File: config.mk
export PLATFORM = sky130hd
export DESIGN_NAME = scanner_status_readout
export DESIGN_NICKNAME = d
export VERILOG_FILES = /design/src/logic/scan_status_pkg.sv /design/src/logic/scanner_status_readout.sv
export SDC_FILE = /design/constraint.sdc
export NUM_CORES = 1
export LEC_CHECK = 0
export BUFFER_PORTS_ARGS = -buffer_cell sky130_fd_sc_hd__buf_4
export CAP_MARGIN = 40
export CORE_MARGIN = 5
export CORE_UTILIZATION = 30
export DETAILED_ROUTE_END_ITERATION = 10
export GPL_TIMING_DRIVEN = 1
export SYNTH_ARGS = -nofsm -noshare
export SYNTH_HDL_FRONTEND = slang
export SYNTH_SLANG_ARGS = --single-unit
File: constraint.sdc
create_clock -name CLOCK_I -period 1.3 [get_ports CLOCK_I]
set_input_delay 0.13 -clock CLOCK_I [delete_from_list [all_inputs] [get_ports CLOCK_I]]
set_output_delay 0.13 -clock CLOCK_I [all_outputs]
set_load 0.01 [all_outputs]
File: src/logic/scan_status_pkg.sv
/*
 * constants for the scanner status readout register group.
 * assumes a byte-wide register port with addresses in the low bits.
 */
package scan_status_pkg;
   // =====================================================================
   // register offsets
   localparam logic [7:0] ADDR_IMAGE_BYTE = 8'h00;
   localparam logic [7:0] ADDR_FILL_LEVEL = 8'h01;
   localparam logic [7:0] ADDR_STATUS = 8'h02;
   localparam logic [7:0] ADDR_IRQ_MASK = 8'h03;
   localparam logic [7:0] ADDR_EDGE_CFG = 8'h04;
   localparam logic [7:0] ADDR_IRQ_STATUS = 8'h05;
   // =====================================================================
   // status flag bit positions
   localparam int BIT_SENSE_ONE = 0;
   localparam int BIT_SENSE_TWO = 1;
   localparam int BIT_MISC_ONE = 2;
   localparam int BIT_MISC_TWO = 3;
   localparam int BIT_PAUSE = 4;
   localparam int BIT_POWER_DIP = 5;
   // =====================================================================
   // reset values and widths
   localparam logic [7:0] ZERO_BYTE = 8'h00;
   localparam logic [3:0] EDGE_CFG_RESET = 4'h0;
   localparam logic [5:0] IRQ_MASK_RESET = 6'h00;
   localparam int INPUT_COUNT = 4;
   localparam int EVENT_COUNT = 6;
endpackage : scan_status_pkg

File: src/logic/scanner_status_readout.sv
/*
 * scanner status readout: image byte port, fill level, status flags,
 * an event status/mask pair and one level interrupt.
 * assumes the image buffer presents a byte with valid/ready and a count,
 * and the inputs are synchronous to CLOCK_I.
 */
`timescale 1ns/1ps
module scanner_status_readout #(
   parameter int COUNT_WIDTH = 8
) (
   input wire logic CLOCK_I, // system clock, 20 MHz
   input wire logic RESETN_I, // async reset, active low
   input wire logic [7:0] ADDR_I, // register address
   input wire logic [7:0] WDATA_I, // write data
   input wire logic WR_I, // write strobe
   input wire logic RD_I, // read strobe
   output logic [7:0] RDATA_O, // read data, one cycle after strobe
   input wire logic [7:0] IMG_DATA_I, // image buffer head byte
   input wire logic IMG_VALID_I, // image buffer head byte valid
   output logic IMG_POP_O, // one-cycle pop of the head byte
   input wire logic [COUNT_WIDTH-1:0] IMG_COUNT_I, // bytes waiting in buffer
   input wire logic PAPER_SENSE_ONE_I, // paper sensor one level
   input wire logic PAPER_SENSE_TWO_I, // paper sensor two level
   input wire logic MISC_ONE_I, // general-purpose pin one level
   input wire logic MISC_TWO_I, // general-purpose pin two level
   input wire logic PAUSE_EVENT_I, // pulse: pause/reverse entered on full buffer
   input wire logic LINE_START_I, // pulse: new line processing begins
   input wire logic POWER_DIP_I, // supply below 3V indication
   output logic IRQ_O // level interrupt
);
   // =====================================================================
   // parameter check
   // the read data path is one byte wide, so a wider count cannot be shown
   if (COUNT_WIDTH < 1 || COUNT_WIDTH > 8) begin : gen_bad_count_width
      $error("COUNT_WIDTH must be 1..8");
   end

   // =====================================================================
   // reset release through two flip-flops
   logic rst_meta_reg;
   logic rst_n;
   always_ff @(posedge CLOCK_I or negedge RESETN_I) begin
      if (!RESETN_I) begin
         rst_meta_reg <= 1'b0;
         rst_n <= 1'b0;
      end else begin
         rst_meta_reg <= 1'b1;
         rst_n <= rst_meta_reg;
      end
   end

   // =====================================================================
   // access decode
   function automatic logic hit(input logic [7:0] a, input logic [7:0] off);
      hit = (a == off);
   endfunction : hit

   logic rd_image, rd_status, rd_irq_status, wr_mask, wr_edge;
   assign rd_image = RD_I && hit(ADDR_I, scan_status_pkg::ADDR_IMAGE_BYTE);
   assign rd_status = RD_I && hit(ADDR_I, scan_status_pkg::ADDR_STATUS);
   assign rd_irq_status = RD_I && hit(ADDR_I, scan_status_pkg::ADDR_IRQ_STATUS);
   assign wr_mask = WR_I && hit(ADDR_I, scan_status_pkg::ADDR_IRQ_MASK);
   assign wr_edge = WR_I && hit(ADDR_I, scan_status_pkg::ADDR_EDGE_CFG);

   // =====================================================================
   // sticky flag helper
   // one rule for every flag that an event sets and a read clears:
   // when both fall in one cycle the set wins, so no event slips past a read
   function automatic logic sticky(input logic cur, input logic clr, input logic set);
      sticky = (cur && !clr) || set;
   endfunction : sticky

   // =====================================================================
   // pin sampling and rising-edge detection
   logic [scan_status_pkg::INPUT_COUNT-1:0] in_now;
   logic [scan_status_pkg::INPUT_COUNT-1:0] in_prev_reg;
   logic [scan_status_pkg::INPUT_COUNT-1:0] in_prev_next;
   logic [scan_status_pkg::INPUT_COUNT-1:0] rise;

   // pins gathered in status-bit order, edges against last cycle's levels
   always_comb begin
      in_now = '0;
      in_now[scan_status_pkg::BIT_SENSE_ONE] = PAPER_SENSE_ONE_I;
      in_now[scan_status_pkg::BIT_SENSE_TWO] = PAPER_SENSE_TWO_I;
      in_now[scan_status_pkg::BIT_MISC_ONE] = MISC_ONE_I;
      in_now[scan_status_pkg::BIT_MISC_TWO] = MISC_TWO_I;
      in_prev_next = in_now;
      rise = in_now & ~in_prev_reg;
   end

   // previous levels start low, the idle level of the pins, so a pin that is high
   // at reset release reports one edge in the first cycle
   always_ff @(posedge CLOCK_I or negedge rst_n) begin
      if (!rst_n) begin
         in_prev_reg <= '0;
      end else begin
         in_prev_reg <= in_prev_next;
      end
   end

   // =====================================================================
   // edge latches for edge-sensitive inputs
   logic [scan_status_pkg::INPUT_COUNT-1:0] latch_reg;
   logic [scan_status_pkg::INPUT_COUNT-1:0] latch_next;

   // a rising edge sets the latch, a status read clears all of them
   // a latch whose input is in level mode keeps catching edges but is not shown
   always_comb begin
      latch_next = latch_reg;
      for (int i = 0; i < scan_status_pkg::INPUT_COUNT; i++) begin
         latch_next[i] = sticky(latch_reg[i], rd_status, rise[i]);
      end
   end

   // latch registers
   always_ff @(posedge CLOCK_I or negedge rst_n) begin
      if (!rst_n) begin
         latch_reg <= '0;
      end else begin
         latch_reg <= latch_next;
      end
   end

   // =====================================================================
   // software configuration: edge select and interrupt mask
   logic [scan_status_pkg::INPUT_COUNT-1:0] edge_cfg_reg;
   logic [scan_status_pkg::INPUT_COUNT-1:0] edge_cfg_next;
   logic [scan_status_pkg::EVENT_COUNT-1:0] mask_reg;
   logic [scan_status_pkg::EVENT_COUNT-1:0] mask_next;

   // only the low bits of a write land; the rest read back as zero
   // writes to the read-only addresses fall through the decode and are dropped
   always_comb begin
      edge_cfg_next = edge_cfg_reg;
      mask_next = mask_reg;
      if (wr_edge) begin
         edge_cfg_next = WDATA_I[scan_status_pkg::INPUT_COUNT-1:0];
      end
      if (wr_mask) begin
         mask_next = WDATA_I[scan_status_pkg::EVENT_COUNT-1:0];
      end
   end

   // configuration registers, level mode and all events masked after reset
   always_ff @(posedge CLOCK_I or negedge rst_n) begin
      if (!rst_n) begin
         edge_cfg_reg <= scan_status_pkg::EDGE_CFG_RESET;
         mask_reg <= scan_status_pkg::IRQ_MASK_RESET;
      end else begin
         edge_cfg_reg <= edge_cfg_next;
         mask_reg <= mask_next;
      end
   end

   // =====================================================================
   // pause bit
   logic pause_reg;
   logic pause_next;

   // set when the scanner pauses on a full buffer, cleared when a new line starts;
   // a pause in the first cycle of a line belongs to that line, so the set wins
   always_comb begin
      pause_next = sticky(pause_reg, LINE_START_I, PAUSE_EVENT_I);
   end

   // pause register; a status read leaves it alone
   always_ff @(posedge CLOCK_I or negedge rst_n) begin
      if (!rst_n) begin
         pause_reg <= 1'b0;
      end else begin
         pause_reg <= pause_next;
      end
   end

   // =====================================================================
   // supply dip flag
   logic dip_reg;
   logic dip_next;

   // held from the first dip until a status read; a dip in the read cycle
   // is kept for the next read rather than lost
   // a supply that stays low for many cycles simply keeps the flag set
   always_comb begin
      dip_next = sticky(dip_reg, rd_status, POWER_DIP_I);
   end

   // dip register
   always_ff @(posedge CLOCK_I or negedge rst_n) begin
      if (!rst_n) begin
         dip_reg <= 1'b0;
      end else begin
         dip_reg <= dip_next;
      end
   end

   // =====================================================================
   // interrupt status: one sticky bit per event, same layout as the status byte
   logic [scan_status_pkg::EVENT_COUNT-1:0] events;
   logic [scan_status_pkg::EVENT_COUNT-1:0] irq_stat_reg;
   logic [scan_status_pkg::EVENT_COUNT-1:0] irq_stat_next;

   // edges, the pause entry and the supply dip are the events; reading the
   // interrupt status clears it, an event in that cycle survives
   // unmasked bits drive the interrupt line below
   always_comb begin
      events = '0;
      events[scan_status_pkg::INPUT_COUNT-1:0] = rise;
      events[scan_status_pkg::BIT_PAUSE] = PAUSE_EVENT_I;
      events[scan_status_pkg::BIT_POWER_DIP] = POWER_DIP_I;
      irq_stat_next = irq_stat_reg;
      for (int i = 0; i < scan_status_pkg::EVENT_COUNT; i++) begin
         irq_stat_next[i] = sticky(irq_stat_reg[i], rd_irq_status, events[i]);
      end
   end

   // interrupt status register
   always_ff @(posedge CLOCK_I or negedge rst_n) begin
      if (!rst_n) begin
         irq_stat_reg <= '0;
      end else begin
         irq_stat_reg <= irq_stat_next;
      end
   end

   // =====================================================================
   // read data, image pop and interrupt line
   logic [scan_status_pkg::INPUT_COUNT-1:0] in_view;
   logic [7:0] status_byte;
   logic [7:0] rdata_next;
   logic pop_next;
   logic irq_next;

   // status byte: edge-sensitive inputs show their latch, level ones the live pin
   always_comb begin
      in_view = (edge_cfg_reg & latch_reg) | (~edge_cfg_reg & in_now);
      status_byte = scan_status_pkg::ZERO_BYTE;
      status_byte[scan_status_pkg::INPUT_COUNT-1:0] = in_view;
      status_byte[scan_status_pkg::BIT_PAUSE] = pause_reg;
      status_byte[scan_status_pkg::BIT_POWER_DIP] = dip_reg;
   end

   // one byte answered per read strobe; the bus shows zero in every other cycle
   // the fill count is passed through as it stands; it can move between two
   // reads, which is why software reads it twice and waits for agreement
   always_comb begin
      rdata_next = scan_status_pkg::ZERO_BYTE;
      if (RD_I) begin
         case (ADDR_I)
            scan_status_pkg::ADDR_IMAGE_BYTE: begin
               rdata_next = IMG_DATA_I;
            end
            scan_status_pkg::ADDR_FILL_LEVEL: begin
               rdata_next = 8'(IMG_COUNT_I);
            end
            scan_status_pkg::ADDR_STATUS: begin
               rdata_next = status_byte;
            end
            scan_status_pkg::ADDR_IRQ_MASK: begin
               rdata_next = 8'(mask_reg);
            end
            scan_status_pkg::ADDR_EDGE_CFG: begin
               rdata_next = 8'(edge_cfg_reg);
            end
            scan_status_pkg::ADDR_IRQ_STATUS: begin
               rdata_next = 8'(irq_stat_reg);
            end
            default: begin
               rdata_next = scan_status_pkg::ZERO_BYTE;
            end
         endcase
      end
   end

   // the head byte is consumed only when it was valid; the pop reaches the buffer
   // one cycle after the read, so two reads of the image byte need a gap of one
   // cycle or the second one sees the same byte again
   // the line is high while an unmasked status bit is set, taken from the next
   // values so that it changes in step with the status register
   always_comb begin
      pop_next = rd_image && IMG_VALID_I;
      irq_next = |(irq_stat_next & mask_next);
   end

   // every output leaves from a flip-flop
   // reset drives every output low, the idle value of the bus
   always_ff @(posedge CLOCK_I or negedge rst_n) begin
      if (!rst_n) begin
         RDATA_O <= scan_status_pkg::ZERO_BYTE;
         IMG_POP_O <= 1'b0;
         IRQ_O <= 1'b0;
      end else begin
         RDATA_O <= rdata_next;
         IMG_POP_O <= pop_next;
         IRQ_O <= irq_next;
      end
   end
endmodule : scanner_status_readout

=== Word-level counts from Yosys, hierarchy flattened ===
Cells that the tools add are included.
Widths: inputs -> output; s select.

* Register bits: 38
* Bits in read-only memories: 0
* Memories: 0
* Latch bits: 0
* Word-level logic and storage cells: 62
* Bits of input ports: 44
* Bits in writable memories: 0

* Shifts and indexed selects: 0
* Magnitude comparators: 0
* Bitwise logic cells: 7
* Multiplexer cells: 3
* $mul: 0
* Reduce and logical (&&, ||, !) cells: 35
* Add/sub/neg operators: 0
* Div/mod/pow operators: 0
* Equal/unequal tests: 5

{| class="wikitable"
|+ Operators with widths
! kind !! number
|-
| $pmux 8 s6 || 1
|-
| $logic_and 1x1->1 || 18
|-
| $eq 8x2->1 const B || 2
|-
| $eq 8x3->1 const B || 2
|-
| $and 4x4->4 || 3
|-
| $logic_or 1x1->1 || 12
|-
| $eq 8x1->1 const B || 1
|-
| $logic_not 8->1 || 1
|-
| $mux 8 || 1
|-
| $not 4->4 || 2
|-
| $and 6x6->6 || 1
|-
| $mux 6 || 1
|-
| $reduce_or 6->1 || 1
|-
| $or 4x4->4 || 1
|-
| $logic_not 1->1 || 3
|}

=== Depth between registers and ports, before layout ===
* Depth in word-level cells: 7
* Depth in mapped cells: 6
* Gate-level depth less buffers: 5

=== Least setup slack after synthesis ===
Ideal clock, no wire load.

* Path kind: input to register
* Start point: input ADDR_I[4]
* End point: register IRQ_O
* Stages: 5
* Required time: 1.170 ns
* Setup slack: -0.557 ns
* Data arrival time: 1.727 ns
* Cells stage by stage: or4_4 nor4_4 mux2_2 a22oi_2 nand3_2

* Elaborated cells between the ends (all ways): 20
* Those cells by class: eq/ne (2); mux (1); bitwise (1); reduce/logical (16)

{| class="wikitable"
|+ RTL lines
! item !! line !! RTL
|-
| from (decl) || scanner_status_readout.sv:13 || <nowiki>input wire logic [7:0] ADDR_I,</nowiki>
|-
| $eq 8x2->1 || scanner_status_readout.sv:55 || <nowiki>hit = (a == off);</nowiki>
|-
| $logic_and 1x1->1 || scanner_status_readout.sv:62 || <nowiki>assign wr_mask = WR_I && hit(ADDR_I, scan_status_pkg::ADDR_IRQ_MASK);</nowiki>
|-
| $mux 6 || scanner_status_readout.sv:139 || <nowiki>if (wr_mask) begin</nowiki>
|-
| via mask_next, one bit || scanner_status_readout.sv:129 || <nowiki>logic [scan_status_pkg::EVENT_COUNT-1:0] mask_next;</nowiki>
|-
| $and 6x6->6 || scanner_status_readout.sv:281 || <nowiki>irq_next = |(irq_stat_next & mask_next);</nowiki>
|-
| $reduce_or 6->1 || scanner_status_readout.sv:281 ||
|-
| via irq_next || scanner_status_readout.sv:231 || <nowiki>logic irq_next;</nowiki>
|-
| to (signal assigned) || scanner_status_readout.sv:294 || <nowiki>IRQ_O <= irq_next;</nowiki>
|-
| to (decl) || scanner_status_readout.sv:29 || <nowiki>output logic IRQ_O</nowiki>
|}

The timed path passes the listed nets, and every way through them passes these cells.
A chain may end at the register's enable or synchronous reset.

=== Worst setup path in the final report ===
* Start point: input ADDR_I[3]
* End point: register IRQ_O

Same word-level chain as after synthesis.

==> results.toml <==
[clock_network]
clock_sinks = 38
clk_transition_reported_paths_ns = 0.08
cts_tree = "built"
root_buffer = "clkbuf_8"
cts_buffers = 5
htree_levels = 2
clockBufferDepth = 2
worst_skew_pair.late_latency_ns = 0.29

[pwr]
ir_drop_mv = 0.553
cellLeakagePower_nw = 1.19
pwr_density_cell_nw_per_um2 = 967

[drt]
firstDrtPassIters = 4
vias = 1457
first_iter_violations = 105
wl_per_cell_um = 16.4
drc = 0
ant_nets = 0
routed_wirelength_um = 4860
viasPerCell = 4.92

[setup_path]
required_ns = 1.48
crit_path_end_kind = "flop"
critPathArrivalTime_ns = 1.82
cp_slowest_cell = "or4_4"
critical_path.cell_chain = "buf_6 > or4_4 > nor4_4 > buf_6 > mux2_2 > a22oi_2 > nand3_2"
worstSetupPathType = "in2reg"
crit_top_cell = "buf_6"
critPathLaunchType = "input pin"
slowest_delay_ns = 0.57
critPathMaxFanout = 6

[layout]
synthToLayoutAreaGrowth_pct = 58.5
ff_latch_area_sq_um = 951
antennaDiodeCount = 0
multi_input_area_sq_um = 801
largest_reg_flops = 8
drive_gt1_share_pct = 52.7
fin_nets = 267
nFillCells = 521

[placed_design]
port_buffers = 51
place_congestion = 0.791
dp_hpwl_um = 3600

[synthesis]
avgSynthCellArea_sq_um = 12.7
synth_nets = 177
ys_seq_area_share_pct = 56.5
synth.distinct_cells = 32
yosys_register_bits = 38
synth_cells = 133
synth_warnings = 0
syn-cell-area_sq_um = 1680

[timing]
setup_viol = 24
whs_ns = 0.0343
slew_viol_final = 0
rsz0062_at_grt = "true"
tns_ns = -4.46
fin_crit_sh_pct = 127
finClkSkew_ns = 0.00203
setup_slack_ns = -0.347
hold_viol = 0
period_needed_ns = 1.65
max_freq_mhz = 607

[grt]
grt_pass1_wl_um = 7910
grt-ovfl-total = 0
grt_max_degree = 37
grt_pass1_vias = 1523
antenna_found_initial = 0
grtUsageTotal_pct = 14.2

[outcome]
violations = "negative setup slack"
run_status = "complete, but fails checks"

[floorplan]
fp-row-count = 27
fp.dieW_um = 84.9
core_area_sq_um = 5470
start_util_pct = 30.8
ioPinCount = 54
dieArea_sq_um = 7210
die_h_um = 84.9

[run]
maxCapViolations = 0

[worst_hold_path]
hold_path_class = "in2reg"
routing by layer:
metal	global-route usage, %	part of all wire (%)
met5	0	0
met4	4.32	1.1
met3	4.08	7.5
met2	22.8	48
met1	18.7	43
where the power goes:
group | total (W) | switching, W | internal (W)
sequential | 0.00123 | 0.0000173 | 0.00122
combinational | 0.000336 | 0.000140 | 0.000196
clock | 0.00101 | 0.000442 | 0.000571
cell usage after synthesis (all sizes together):
library cell   n  area share, %
nor2           4           0.89
clkbuf         1           0.22
nand2          8            1.8
nor4b          2            1.0
nand2b         1           0.37
nand4bb        1           0.67
and2           1           0.37
dfrtp         38             56
and3b          1           0.52
inv            2           0.45
conb           1           0.22
a21o          12            5.3
buf            2           0.52
mux2i          4            2.4
or4            1           0.67
mux2          14            9.4
nor4           2            2.5
a222oi         4            2.4
and3           2           0.74
a31oi          2           0.74
nor3           1           0.59
nand3b         1           0.45
a21oi          4            1.2
and4b          1           0.59
a32oi          2            1.0
nand3          6            2.1
o21ai          4            1.2
a22oi          7            3.7
nor2b          4            1.5
layout by cell type, fill, tap and decap left out, drive strengths merged:
| cell type | instances |
|---|---|
| nand3b | 1 |
| nor2 | 4 |
| inv | 2 |
| nor4 | 2 |
| buf | 81 |
| a222oi | 4 |
| and4b | 1 |
| a22oi | 7 |
| and3b | 1 |
| clkinvlp | 2 |
| mux2i | 4 |
| and2 | 1 |
| or4 | 1 |
| nor3 | 1 |
| nand3 | 6 |
| clkbuf | 5 |
| a21oi | 4 |
| and3 | 2 |
| o21ai | 4 |
| a21o | 12 |
| mux2 | 14 |
| bufinv | 1 |
| nor2b | 4 |
| nand2 | 8 |
| a32oi | 2 |
| dfrtp | 38 |
| a31oi | 2 |
| conb | 1 |
| nand4bb | 1 |
| nor4b | 2 |
| nand2b | 1 |
| dlygate4sd3 | 5 |
worst max-delay path, delay by kind of cell:
kind,cells,cell delay (ns)
AOI/OAI and AO/OA,1,0.18
and+or+nand+nor,3,0.89
buffers and inverters,2,0.26
muxes,1,0.35
repair_timing:
item                                    CTS  global route
endpoints found under the hold margin     6             0
endpoints found under the setup margin   31            30
pin swaps                                15             4
hold buffers                              5             0
buffers inserted                          3             1
gates resized for setup                  27             4
per-stage QoR:
step / std cells / power, W / area (sq um) / setup WS (ns) / utilization [%]
6_report: 296 / 0.00258 / 2670 / -0.347 / 48.8
3_3_place_gp: 279 / 0.00155 / 2340 / -0.698 / 42.8
4_1_cts: 295 / 0.00260 / 2630 / -0.341 / 48.1
5_1_grt: 296 / 0.00269 / 2670 / -0.402 / 48.8
3_5_place_dp: 279 / 0.00156 / 2340 / -0.709 / 42.8
2_1_floorplan: 133 / 0.00136 / 1680 / -0.557 / -
path summary, 6_finish.rpt:
check	from	endpoint	slack (ns)	depth (start not counted)
max in group asynchronous	rst_n	irq_stat_reg[0]	0.70	1
min reg2reg	rst_n	in_prev_reg[2]	0.28	1
min in group asynchronous	RESETN_I	rst_n	0.15	2
max reg2reg	edge_cfg_reg[2]	RDATA_O[2]	0.03	3
min	POWER_DIP_I	dip_reg	0.03	2
max	ADDR_I[3]	IRQ_O	-0.35	7
cell type report:
| class | count | share of cell area, % |
|---|---|---|
| Sequential cell | 38 | 35.6 |
| Clock buffer | 5 | 2.58 |
| Inverter | 2 | 0.281 |
| Timing Repair Buffer | 86 | 26.5 |
| Clock inverter | 3 | 1.69 |
| Tap cell | 72 | 3.37 |
| Multi-Input combinational cell | 90 | 30.0 |
cells by family (layout without fill, tap and decap cells):
| group | after synthesis | after routing | synth area share [%] |
|---|---|---|---|
| muxes | 18 | 18 | 11.7 |
| DFF | 38 | 38 | 56.5 |
| and+or+nand+nor | 36 | 36 | 14.8 |
| buffers and inverters | 5 | 96 | 1.19 |
| other | 1 | 1 | 0.223 |
| AOI/OAI and AO/OA | 35 | 35 | 15.6 |
No activity file was read; power rests on OpenSTA's default activity.
